<file path="config.mk">
export PLATFORM = sky130hd
export DESIGN_NAME = diag_monitor_readback_regs
export DESIGN_NICKNAME = d
export VERILOG_FILES = /design/src/diag_mon_pkg.sv /design/src/diag_monitor_readback_regs.sv /design/src/ahb_reg_port.sv /design/src/result_slot.sv
export SDC_FILE = /design/constraint.sdc
export NUM_CORES = 1
export LEC_CHECK = 0
export ABC_AREA = 1
export BUFFER_PORTS_ARGS = -buffer_cell sky130_fd_sc_hd__buf_2
export CAP_MARGIN = 30
export CORE_MARGIN = 2
export CORE_UTILIZATION = 45
export CTS_CLUSTER_DIAMETER = 60
export DETAILED_ROUTE_END_ITERATION = 16
export GPL_TIMING_DRIVEN = 0
export PLACE_DENSITY = 0.73
export SYNTH_ARGS = -nofsm -noshare
export SYNTH_HDL_FRONTEND = slang
export SYNTH_SLANG_ARGS = --single-unit
export TNS_END_PERCENT = 30
</file>
<file path="constraint.sdc">
create_clock -name MCLK_I -period 2.9 [get_ports MCLK_I]
set_input_delay 0.58 -clock MCLK_I [delete_from_list [all_inputs] [get_ports MCLK_I]]
set_output_delay 0.58 -clock MCLK_I [all_outputs]
set_load 0.01 [all_outputs]
</file>
<file path="src/diag_mon_pkg.sv">
package diag_mon_pkg;

    // Number of monitored sources held in this bank
    localparam int NUM_SOURCES = 5;

    // Register indices; byte address is four times the index
    localparam logic [7:0] IDX_HOLD_CFG = 8'h59;
    localparam logic [7:0] IDX_BAT_HIGH = 8'h5a;
    localparam logic [7:0] IDX_BAT_LOW = 8'h5b;
    localparam logic [7:0] IDX_MIC_HIGH = 8'h5c;
    localparam logic [7:0] IDX_MIC_LOW = 8'h5d;
    localparam logic [7:0] IDX_CH1P_HIGH = 8'h5e;
    localparam logic [7:0] IDX_CH1P_LOW = 8'h5f;
    localparam logic [7:0] IDX_CH1N_HIGH = 8'h60;
    localparam logic [7:0] IDX_CH1N_LOW = 8'h61;
    localparam logic [7:0] IDX_CH2P_HIGH = 8'h62;
    localparam logic [7:0] IDX_CH2P_LOW = 8'h63;
    localparam logic [7:0] IDX_UPDATE_STATUS = 8'h50;

    // Fixed source identifiers, low nibble of each companion register
    localparam logic [3:0] ID_BATTERY = 4'h0;
    localparam logic [3:0] ID_MIC_SUPPLY = 4'h1;
    localparam logic [3:0] ID_CH1_POS = 4'h2;
    localparam logic [3:0] ID_CH1_NEG = 4'h3;
    localparam logic [3:0] ID_CH2_POS = 4'h4;

    // Values after reset
    localparam logic [11:0] RESULT_RESET = 12'h000;
    localparam logic [7:0] HOLD_CFG_RESET = 8'h00;
    localparam logic [7:0] UPDATE_STATUS_RESET = 8'h00;

    // Field positions
    localparam int HOLD_BIT = 0;
    localparam int CFG_SPARE_LSB = 4;
    localparam int CFG_SPARE_MSB = 7;
    localparam int DROPPED_BIT = 7;
    localparam int HIGH_MSB = 11;
    localparam int HIGH_LSB = 4;
    localparam int LOW_MSB = 3;

    // Bus encodings
    localparam logic [1:0] HTRANS_NONSEQ = 2'b10;
    localparam logic [1:0] HTRANS_SEQ = 2'b11;
    localparam logic HRESP_OKAY = 1'b0;
    localparam int ADDR_INDEX_LSB = 2;
    localparam int ADDR_INDEX_MSB = 9;

    // One finished conversion from the monitor converter
    typedef struct packed {
        logic valid;
        logic [3:0] source;
        logic [11:0] result;
    } mon_sample_s;

    // One register access decoded from the bus; a read and a write data phase may meet
    typedef struct packed {
        logic read;
        logic write;
        logic mapped;
        logic [7:0] index;
        logic write_mapped;
        logic [7:0] write_index;
    } reg_access_s;

    // Bus front-end phase
    typedef enum logic [1:0] {
        BUS_IDLE = 2'b01,
        BUS_WRITE = 2'b10
    } bus_state_e;

    // Byte address mapped check only, the index is cut elsewhere; unmapped when misaligned or out of range
    function automatic logic addr_mapped(input logic [31:0] addr);
        addr_mapped = (addr[1:0] == 2'b00) && (addr[31:ADDR_INDEX_MSB + 1] == '0);
    endfunction

endpackage

</file>
<file path="src/diag_monitor_readback_regs.sv">
`timescale 1ns/1ps
module diag_monitor_readback_regs (
    // Clock and reset
    input wire logic MCLK_I,
    input wire logic RST_I,
    // AHB-Lite slave
    input wire logic HSEL_I,
    input wire logic [31:0] HADDR_I,
    input wire logic [1:0] HTRANS_I,
    input wire logic HWRITE_I,
    input wire logic [2:0] HSIZE_I,
    input wire logic [31:0] HWDATA_I,
    input wire logic HREADY_I,
    output logic [31:0] HRDATA_O,
    output logic HREADYOUT_O,
    output logic HRESP_O,
    // Monitor converter results
    input diag_mon_pkg::mon_sample_s MON_SAMPLE_I,
    // Freeze level toward the converter
    output logic FREEZE_RESULT_UPDATE_O
);
    import diag_mon_pkg::*;

    reg_access_s access;
    logic [11:0] result [NUM_SOURCES];
    logic [NUM_SOURCES-1:0] updated;
    logic [7:0] hold_cfg_q;
    logic [7:0] hold_cfg_d;
    logic [7:0] status_q;
    logic [7:0] status_d;
    logic [31:0] hrdata_q;
    logic [31:0] hrdata_d;
    logic freeze;
    logic sample_dropped;
    logic status_read;

    // Identifier of each slot, in slot order
    localparam logic [3:0] SLOT_ID [NUM_SOURCES] = '{
        ID_BATTERY,
        ID_MIC_SUPPLY,
        ID_CH1_POS,
        ID_CH1_NEG,
        ID_CH2_POS
    };

    // Upper result byte of one slot
    function automatic logic [7:0] high_byte(input logic [11:0] value);
        high_byte = value[HIGH_MSB:HIGH_LSB];
    endfunction

    // Companion byte: low result nibble over the fixed identifier
    function automatic logic [7:0] low_and_id(input logic [11:0] value, input logic [3:0] id);
        low_and_id = {value[LOW_MSB:0], id};
    endfunction

    // Bus front-end decodes address and data phases
    ahb_reg_port u_port (
        .clk_i(MCLK_I),
        .rst_i(RST_I),
        .hsel_i(HSEL_I),
        .haddr_i(HADDR_I),
        .htrans_i(HTRANS_I),
        .hwrite_i(HWRITE_I),
        .hready_i(HREADY_I),
        .access_o(access)
    );

    // Hold bit steers every slot
    assign freeze = hold_cfg_q[HOLD_BIT];
    assign FREEZE_RESULT_UPDATE_O = hold_cfg_q[HOLD_BIT];

    // One storage slot per monitored source
    for (genvar s = 0; s < NUM_SOURCES; s++) begin : g_slot
        result_slot #(
            .SOURCE_ID(SLOT_ID[s])
        ) u_slot (
            .clk_i(MCLK_I),
            .rst_i(RST_I),
            .sample_i(MON_SAMPLE_I),
            .freeze_i(freeze),
            .result_o(result[s]),
            .updated_o(updated[s])
        );
    end

    // Sample addressed to a held slot is lost
    always_comb begin
        sample_dropped = 1'b0;
        for (int s = 0; s < NUM_SOURCES; s++) begin
            if (MON_SAMPLE_I.valid && MON_SAMPLE_I.source == SLOT_ID[s] && freeze) begin
                sample_dropped = 1'b1;
            end
        end
    end

    // Hold configuration: only the hold bit and the spare nibble are writable
    always_comb begin
        hold_cfg_d = hold_cfg_q;
        if (access.write && access.write_mapped && access.write_index == IDX_HOLD_CFG) begin
            hold_cfg_d[HOLD_BIT] = HWDATA_I[HOLD_BIT];
            hold_cfg_d[CFG_SPARE_MSB:CFG_SPARE_LSB] = HWDATA_I[CFG_SPARE_MSB:CFG_SPARE_LSB];
        end
    end

    always_ff @(posedge MCLK_I) begin
        if (RST_I) begin
            hold_cfg_q <= HOLD_CFG_RESET;
        end else begin
            hold_cfg_q <= hold_cfg_d;
        end
    end

    // Update status: sticky, cleared by a read, a new event wins over the clear
    assign status_read = access.read && access.mapped && access.index == IDX_UPDATE_STATUS;
    always_comb begin
        status_d = status_q;
        if (status_read) begin
            status_d = UPDATE_STATUS_RESET;
        end
        status_d[NUM_SOURCES-1:0] = status_d[NUM_SOURCES-1:0] | updated;
        if (sample_dropped) begin
            status_d[DROPPED_BIT] = 1'b1;
        end
    end

    always_ff @(posedge MCLK_I) begin
        if (RST_I) begin
            status_q <= UPDATE_STATUS_RESET;
        end else begin
            status_q <= status_d;
        end
    end

    // Read data taken at the address phase, shown in the data phase
    always_comb begin
        hrdata_d = hrdata_q;
        if (access.read) begin
            hrdata_d = 32'h0000_0000;
            if (!access.mapped) begin
                hrdata_d = 32'h0000_0000;
            end else if (access.index == IDX_HOLD_CFG) begin
                // Forwarded so a read right behind a write sees the new value
                hrdata_d[7:0] = hold_cfg_d;
            end else if (access.index == IDX_UPDATE_STATUS) begin
                hrdata_d[7:0] = status_q;
            end else if (access.index == IDX_BAT_HIGH) begin
                hrdata_d[7:0] = high_byte(result[0]);
            end else if (access.index == IDX_BAT_LOW) begin
                hrdata_d[7:0] = low_and_id(result[0], ID_BATTERY);
            end else if (access.index == IDX_MIC_HIGH) begin
                hrdata_d[7:0] = high_byte(result[1]);
            end else if (access.index == IDX_MIC_LOW) begin
                hrdata_d[7:0] = low_and_id(result[1], ID_MIC_SUPPLY);
            end else if (access.index == IDX_CH1P_HIGH) begin
                hrdata_d[7:0] = high_byte(result[2]);
            end else if (access.index == IDX_CH1P_LOW) begin
                hrdata_d[7:0] = low_and_id(result[2], ID_CH1_POS);
            end else if (access.index == IDX_CH1N_HIGH) begin
                hrdata_d[7:0] = high_byte(result[3]);
            end else if (access.index == IDX_CH1N_LOW) begin
                hrdata_d[7:0] = low_and_id(result[3], ID_CH1_NEG);
            end else if (access.index == IDX_CH2P_HIGH) begin
                hrdata_d[7:0] = high_byte(result[4]);
            end else if (access.index == IDX_CH2P_LOW) begin
                hrdata_d[7:0] = low_and_id(result[4], ID_CH2_POS);
            end else begin
                hrdata_d = 32'h0000_0000;
            end
        end
    end

    always_ff @(posedge MCLK_I) begin
        if (RST_I) begin
            hrdata_q <= 32'h0000_0000;
        end else begin
            hrdata_q <= hrdata_d;
        end
    end

    // Result slots take no bus write at all, so writes there fall away
    assign HRDATA_O = hrdata_q;
    // Zero wait states, always OKAY
    assign HREADYOUT_O = 1'b1;
    assign HRESP_O = HRESP_OKAY;

endmodule

</file>
<file path="src/ahb_reg_port.sv">
`timescale 1ns/1ps
module ahb_reg_port (
    // Clock and reset
    input wire logic clk_i,
    input wire logic rst_i,
    // Bus address phase
    input wire logic hsel_i,
    input wire logic [31:0] haddr_i,
    input wire logic [1:0] htrans_i,
    input wire logic hwrite_i,
    input wire logic hready_i,
    // Decoded access
    output diag_mon_pkg::reg_access_s access_o
);
    import diag_mon_pkg::*;

    bus_state_e state_q;
    bus_state_e state_d;
    logic [7:0] index_q;
    logic [7:0] index_d;
    logic mapped_q;
    logic mapped_d;
    logic take;

    // Address phase taken when selected, active and bus ready
    assign take = hsel_i && hready_i && (htrans_i == HTRANS_NONSEQ || htrans_i == HTRANS_SEQ);

    // Reads act in the address phase, writes in the following data phase
    // Write keeps its own index so a read taken in its data phase cannot cancel it
    always_comb begin
        state_d = BUS_IDLE;
        index_d = index_q;
        mapped_d = mapped_q;
        access_o = '0;
        case (state_q)
            BUS_IDLE: ;
            BUS_WRITE: begin
                access_o.write = 1'b1;
                access_o.write_mapped = mapped_q;
                access_o.write_index = index_q;
            end
            default: ;
        endcase
        if (take) begin
            index_d = haddr_i[ADDR_INDEX_MSB:ADDR_INDEX_LSB];
            mapped_d = addr_mapped(haddr_i);
            if (hwrite_i) begin
                state_d = BUS_WRITE;
            end else begin
                access_o.read = 1'b1;
                access_o.mapped = mapped_d;
                access_o.index = index_d;
            end
        end
    end

    // Phase registers
    always_ff @(posedge clk_i) begin
        if (rst_i) begin
            state_q <= BUS_IDLE;
            index_q <= 8'h00;
            mapped_q <= 1'b0;
        end else begin
            state_q <= state_d;
            index_q <= index_d;
            mapped_q <= mapped_d;
        end
    end

endmodule

</file>
<file path="src/result_slot.sv">
`timescale 1ns/1ps
module result_slot #(
    parameter logic [3:0] SOURCE_ID = 4'h0
) (
    // Clock and reset
    input wire logic clk_i,
    input wire logic rst_i,
    // Converter result and freeze control
    input diag_mon_pkg::mon_sample_s sample_i,
    input wire logic freeze_i,
    // Stored result
    output logic [11:0] result_o,
    output logic updated_o
);
    import diag_mon_pkg::*;

    logic [11:0] result_q;
    logic [11:0] result_d;
    logic hit;

    // Whole 12-bit result replaced at once so both bytes stay paired
    assign hit = sample_i.valid && (sample_i.source == SOURCE_ID);
    always_comb begin
        result_d = result_q;
        updated_o = 1'b0;
        if (hit && !freeze_i) begin
            result_d = sample_i.result;
            updated_o = 1'b1;
        end
    end

    // Result storage
    always_ff @(posedge clk_i) begin
        if (rst_i) begin
            result_q <= RESULT_RESET;
        end else begin
            result_q <= result_d;
        end
    end

    assign result_o = result_q;

endmodule

</file>
Word-level counts from Yosys, hierarchy flattened
Cells that the tools add are included.

ROM bits: 0. Word-level logic and storage cells: 97. Input port bits: 91. Memory bits (writable): 0. Memories kept: 0. Latch bits: 0. Output and inout bits: 35. Flip-flop bits (word level): 114.

Multiply operators: 0. Div/mod/pow operators: 0. $add $sub $neg: 0. Mux-type cells: 34. Bitwise operators: 2. Eq/ne operators: 20. Shift-type cells: 0. Reductions and logical operators: 29. Order comparisons: 0.

Operators by type and width (count): 8-bit 2-to-1 mux (14); 8-bit by 7-bit == test with 1-bit output, second input constant (13); 9-bit 2-to-1 mux (3); 1-bit logical AND (22); 22-bit logical NOT (1); 1-bit 2-to-1 mux (15); 4-bit by 2-bit == test with 1-bit output, second input constant (2); 2-bit == test, second input constant (3); 5-bit OR (1); 4-bit by 1-bit == test with 1-bit output, second input constant (1); 4-bit by 3-bit == test with 1-bit output, second input constant (1); 4-bit logical NOT (1); 4-bit 2-to-1 mux (1); 2-bit logical NOT (1); 2-bit 2-to-1 mux (1); 2-bit nonzero test (1); 2-bit OR reduction (1); 1-bit logical NOT (1); 1-bit logical OR (1); 1-bit inverter (1).

Longest topological paths before layout
Depth in word-level cells: 18. Gate-level depth with buffers: 17. Gate-level depth less buffers: 17.

By module
Synthesis repeated with hierarchy kept, for this count alone.

Cells, all modules: 906. Area total of the unflattened synthesis: 5541.6 um^2.

By module, submodules not included: diag_monitor_readback_regs (cells an instance 301, instances 1, area each 1831.8 um^2); result_slot (g_slot[1].u_slot ...) (cells an instance 114, instances 2, area each 666.9 um^2); result_slot (g_slot[3].u_slot) (cells an instance 111, instances 1, area each 696.9 um^2); ahb_reg_port (cells an instance 102, instances 1, area each 620.6 um^2); result_slot (g_slot[4].u_slot) (cells an instance 82, instances 1, area each 531.8 um^2); result_slot (g_slot[0].u_slot) (cells an instance 82, instances 1, area each 526.8 um^2).

Worst setup path before layout
Ideal clock, no wire load.

Path kind: input-to-reg. Start: input port HADDR_I[2]. End: register hrdata_q[6] (netlist: HRDATA_O[6]). Arrival time: 1.893 ns. Stages: 15. Slack: 0.875 ns. Buffers on the path: 1. Required time: 2.768 ns. Cell sequence: buf_2 nand2_1 a21oi_1 nor2_4 nand2_2 a21boi_0 nand2_1 nand2_1 nand2_1 nand2_1 nand2_1 nand2_1 nand3_1 nand2_1 a21oi_1.

Longest elaborated chain between the ends: 16. Elaborated cells between the ends (all ways): 27. Classes of those cells: eq/ne: 12; mux: 15.

Ends and longest elaborated chain: start, declared (RTL line diag_monitor_readback_regs.sv:8) `input wire logic [31:0] HADDR_I,`; 9-bit 2-to-1 mux * (RTL line ahb_reg_port.sv:47) `if (hwrite_i) begin`; 9-bit 2-to-1 mux * (RTL line ahb_reg_port.sv:44) `if (take) begin`; 8-bit by 7-bit == test with 1-bit output (RTL line diag_monitor_readback_regs.sv:164) `end else if (access.index == IDX_CH2P_LOW) begin`; 8-bit 2-to-1 mux (RTL line diag_monitor_readback_regs.sv:164); 8-bit 2-to-1 mux (RTL line diag_monitor_readback_regs.sv:162) `end else if (access.index == IDX_CH2P_HIGH) begin`; 8-bit 2-to-1 mux (RTL line diag_monitor_readback_regs.sv:160) `end else if (access.index == IDX_CH1N_LOW) begin`; 8-bit 2-to-1 mux (RTL line diag_monitor_readback_regs.sv:158) `end else if (access.index == IDX_CH1N_HIGH) begin`; 8-bit 2-to-1 mux (RTL line diag_monitor_readback_regs.sv:156) `end else if (access.index == IDX_CH1P_LOW) begin`; 8-bit 2-to-1 mux (RTL line diag_monitor_readback_regs.sv:154) `end else if (access.index == IDX_CH1P_HIGH) begin`; 8-bit 2-to-1 mux (RTL line diag_monitor_readback_regs.sv:152) `end else if (access.index == IDX_MIC_LOW) begin`; 8-bit 2-to-1 mux (RTL line diag_monitor_readback_regs.sv:150) `end else if (access.index == IDX_MIC_HIGH) begin`; 8-bit 2-to-1 mux (RTL line diag_monitor_readback_regs.sv:148) `end else if (access.index == IDX_BAT_LOW) begin`; 8-bit 2-to-1 mux (RTL line diag_monitor_readback_regs.sv:146) `end else if (access.index == IDX_BAT_HIGH) begin`; 8-bit 2-to-1 mux (RTL line diag_monitor_readback_regs.sv:144) `end else if (access.index == IDX_UPDATE_STATUS) begin`; 8-bit 2-to-1 mux * (RTL line diag_monitor_readback_regs.sv:141) `end else if (access.index == IDX_HOLD_CFG) begin`; 8-bit 2-to-1 mux * (RTL line diag_monitor_readback_regs.sv:139) `if (!access.mapped) begin`; end signal, assigned (RTL line diag_monitor_readback_regs.sv:176) `hrdata_q <= hrdata_d;`; end, declared (RTL line diag_monitor_readback_regs.sv:31) `logic [31:0] hrdata_q;`.

Mark *: on every way between the ends. The rest lies on a longest branch, timed or not. A chain may end at the register's enable or synchronous reset.

Final worst setup path
Start: register hold_cfg_q[0]. End: register g_slot[3].u_slot.result_q[6].

Longest elaborated chain between the ends: 2.

Ends and longest elaborated chain: start, declared (RTL line diag_monitor_readback_regs.sv:27) `logic [7:0] hold_cfg_q;`; start signal, assigned (RTL line diag_monitor_readback_regs.sv:109) `hold_cfg_q <= hold_cfg_d;`; 1-bit logical NOT (RTL line result_slot.sv:26) `if (hit && !freeze_i) begin`; 1-bit logical AND (RTL line result_slot.sv:26); end signal, assigned (RTL line result_slot.sv:37) `result_q <= result_d;`; end, declared (RTL line result_slot.sv:17) `logic [11:0] result_q;`.

Every way passes these cells.

==> flow_metrics.py <==
metrics = {
    "global_routing": {
        "grt_pass1_vias": 3941,
        "grt_max_degree": 19,
        "antenna_found_initial": 0,
        "overflow": 0,
        "track_usage": 0.2414,
        "grt_pass1_wl_mm": 19.58,
    },
    "drt": {
        "wire_per_inst_um": 14.63,
        "ant_nets": 0,
        "drt_iter0_drc": 272,
        "first_pass_iters": 5,
        "viasPerCell": 5.093,
        "vias": 4400,
        "wirelength_mm": 12.64,
        "drc": 0,
    },
    "sta": {
        "max_freq_ghz": 0.4253,
        "tns_ns": 0,
        "period_needed_ns": 2.351,
        "drv_slew": 0,
        "rsz0062_at_grt": "false",
        "finalCritPeriodShare": 0.8108,
        "setup_violations": 0,
        "tightest_slew_ns": 0.8645,
        "hold_violations": 0,
        "maxSlewHeadroom": 0.4189,
        "worst_clock_skew_ns": 0.01052,
    },
    "floorplan": {
        "die-area_mm2": 0.01062,
        "die_h_um": 103.1,
        "design.core.area_mm2": 0.009639,
        "design.portCount": 126,
        "die_x_um": 103.1,
        "rows": 36,
        "start_util": 0.4582,
    },
    "critical_path": {
        "crit_path_end_kind": "register",
        "critPathKind": "reg2reg",
        "cp_max_fo": 10,
        "crit_arrival_ns": 2.60,
        "crit_required_ns": 3.15,
        "start_kind": "register",
    },
    "logic_synthesis": {
        "synth_cell_type_count": 36,
        "synth_seq_cells": 90,
        "yosys.area_share.simple": 0.2397,
        "yosysSeqAreaShare": 0.4079,
        "yosys_warnings": 0,
        "avgSynthCellArea_um2": 7.078,
        "yosys.area_share.adder": 0,
        "syn_area_mm2": 0.004417,
        "synth_mux_area_frac": 0.006799,
        "synthCells": 624,
        "synth-compound-area-share": 0.2085,
        "synth_top_family_by_area": "simple AND/OR/NAND/NOR gates",
        "synthXorXnorAreaFrac": 0,
    },
    "cts": {
        "numCtsBuffers": 9,
        "post_cts_buffers": 0,
        "cts.htree.levels": 3,
        "cts.sinks": 90,
        "cts_root_buf": "clkbuf_8",
        "cts_tree": "yes",
        "clk_pin_slew_ns": 0.10,
        "clkLatencyLatePin_ns": 0.36,
        "cts_buffer_depth": 2,
        "cts_hold_buf": 0,
        "cts_resized": 0,
    },
    "layout": {
        "finalNetCount": 817,
        "mostFrequentLayoutCells": "nand2_1 (109), a21oi_1 (96), dfxtp_1 (90)",
        "mostFrequentLayoutCell": "nand2_1",
        "drive_gt1_frac": 0.1847,
        "postLayoutCellArea_mm2": 0.005205,
        "final_core_util": 0.5400,
        "fillers": 984,
        "diodes": 0,
        "syn2layout_area_growth_pct": 17.85,
    },
    "placement": {
        "dpl_cell_area_mm2": 0.005009,
        "place_hpwl_mm": 9.615,
        "port_buffers": 67,
        "routabilityCongestion": 0.9227,
    },
    "pwr": {
        "p_total_w": 0.002337,
        "ir_drop_mv": 0.3545,
        "p_leak_nw": 2.177,
        "p_per_area_mw_per_mm2": 449.0,
    },
    "flow_run": {
        "maxCapViolations": 0,
    },
    "outcome": {
        "status": "completed",
    },
    "hold_path": {
        "min_path_type": "reg2reg",
    },
}
## synth_stat cells
cell | number | area [um2]
a211oi_1 | 2 | 15.01
a21boi_0 | 1 | 7.510
a21oi_1 | 96 | 480.5
a221oi_1 | 2 | 17.52
buf_2 | 1 | 5.000
buf_4 | 26 | 195.2
buf_6 | 1 | 11.26
clkbuf_1 | 20 | 75.07
conb_1 | 2 | 7.510
dfxtp_1 | 90 | 1802
inv_1 | 79 | 296.5
inv_2 | 4 | 15.01
mux2i_1 | 3 | 30.03
nand2_1 | 109 | 409.1
nand2_2 | 2 | 12.51
nand2_4 | 1 | 11.26
nand3_1 | 34 | 170.2
nand3_2 | 2 | 20.02
nand3_4 | 1 | 17.52
nand3b_1 | 1 | 7.510
nand3b_2 | 1 | 11.26
nand4_1 | 5 | 31.28
nand4_4 | 1 | 21.27
nor2_1 | 38 | 142.6
nor2_2 | 4 | 25.02
nor2_4 | 6 | 67.56
nor3_1 | 7 | 35.03
nor4_1 | 8 | 50.05
nor4_2 | 1 | 12.51
o2111ai_1 | 3 | 26.28
o211ai_1 | 2 | 15.01
o21ai_0 | 64 | 320.3
o221ai_1 | 3 | 26.28
o22ai_1 | 2 | 12.51
or2_2 | 1 | 6.260
or4_1 | 1 | 7.510
## registers in the layout, summed over array words and instances, names as in the netlist
name and flops:
HRDATA_O 8, hold_cfg_q 5, u_port.state_q 2, status_q 6, u_port.mapped_q 1, u_port.index_q 8
g_slot.u_slot.result_o 60
## final timing paths
kind                                                      to  cells after the start  slack, ns                                  startpoint
hold / removal    g_slot[1].u_slot.result_o[10]$_SDFFE_PP0P_                      2       0.45  g_slot[1].u_slot.result_o[10]$_SDFFE_PP0P_
hold reg to reg   g_slot[1].u_slot.result_o[10]$_SDFFE_PP0P_                      2       0.45  g_slot[1].u_slot.result_o[10]$_SDFFE_PP0P_
setup reg to reg   g_slot[3].u_slot.result_o[6]$_SDFFE_PP0P_                      5       0.55                    hold_cfg_q[0]$_SDFF_PP0_
setup / recovery   g_slot[3].u_slot.result_o[6]$_SDFFE_PP0P_                      5       0.55                    hold_cfg_q[0]$_SDFF_PP0_
## logic make-up (layout without fill, tap and decap cells)
group / after synthesis / in the layout
buf+inv: 131 / 214
compound gates: 175 / 175
simple gates: 223 / 223
flops: 90 / 90
other cells: 2 / 26
mux: 3 / 3
## routing by layer
layer  track usage  part of all wire
met1        0.3195              0.45
met5             0                 0
met2        0.4151              0.46
met4       0.05466             0.012
met3       0.03797             0.077
## power breakdown
part | switching (W) | leakage, nW | internal [W]
combinational | 0.000150 | 1.35 | 0.0000857
clock | 0.000498 | 0.0966 | 0.000336
sequential | 0.00000902 | 0.728 | 0.00126
## critical path, cell delays in order, from the launching register on
cell	delay, ns
dfxtp_1	0.39
nor4_2	0.79
nand3_1	0.37
clkbuf_1	0.35
o21ai_0	0.27
a21oi_1	0.06
## final cells by class
cell class,instances,area (um2),area share
Multi-Input combinational cell,427,2107,0.4048
Sequential cell,90,1802,0.3462
Timing Repair Buffer,67,335.3,0.06442
Inverter,83,311.5,0.05986
Buffer,48,286.5,0.05505
Tap cell,133,166.4,0.03197
Clock buffer,9,123.9,0.02380
Clock inverter,7,72.57,0.01394
## stage by stage
stage | std cells | worst slack [ns] | hold slack [ns]
final | 864 | 0.5486 | 0.4521
after global routing | 864 | 0.3724 | 0.4749
after CTS | 864 | 0.5621 | 0.4515
after detailed placement | 848 | 0.2966 | 0.4369
after global placement | 848 | 0.3512 | 0.4299
after floorplan | 648 | 0.8751 | 0.4205
No activity file was read; power rests on OpenSTA's default activity.
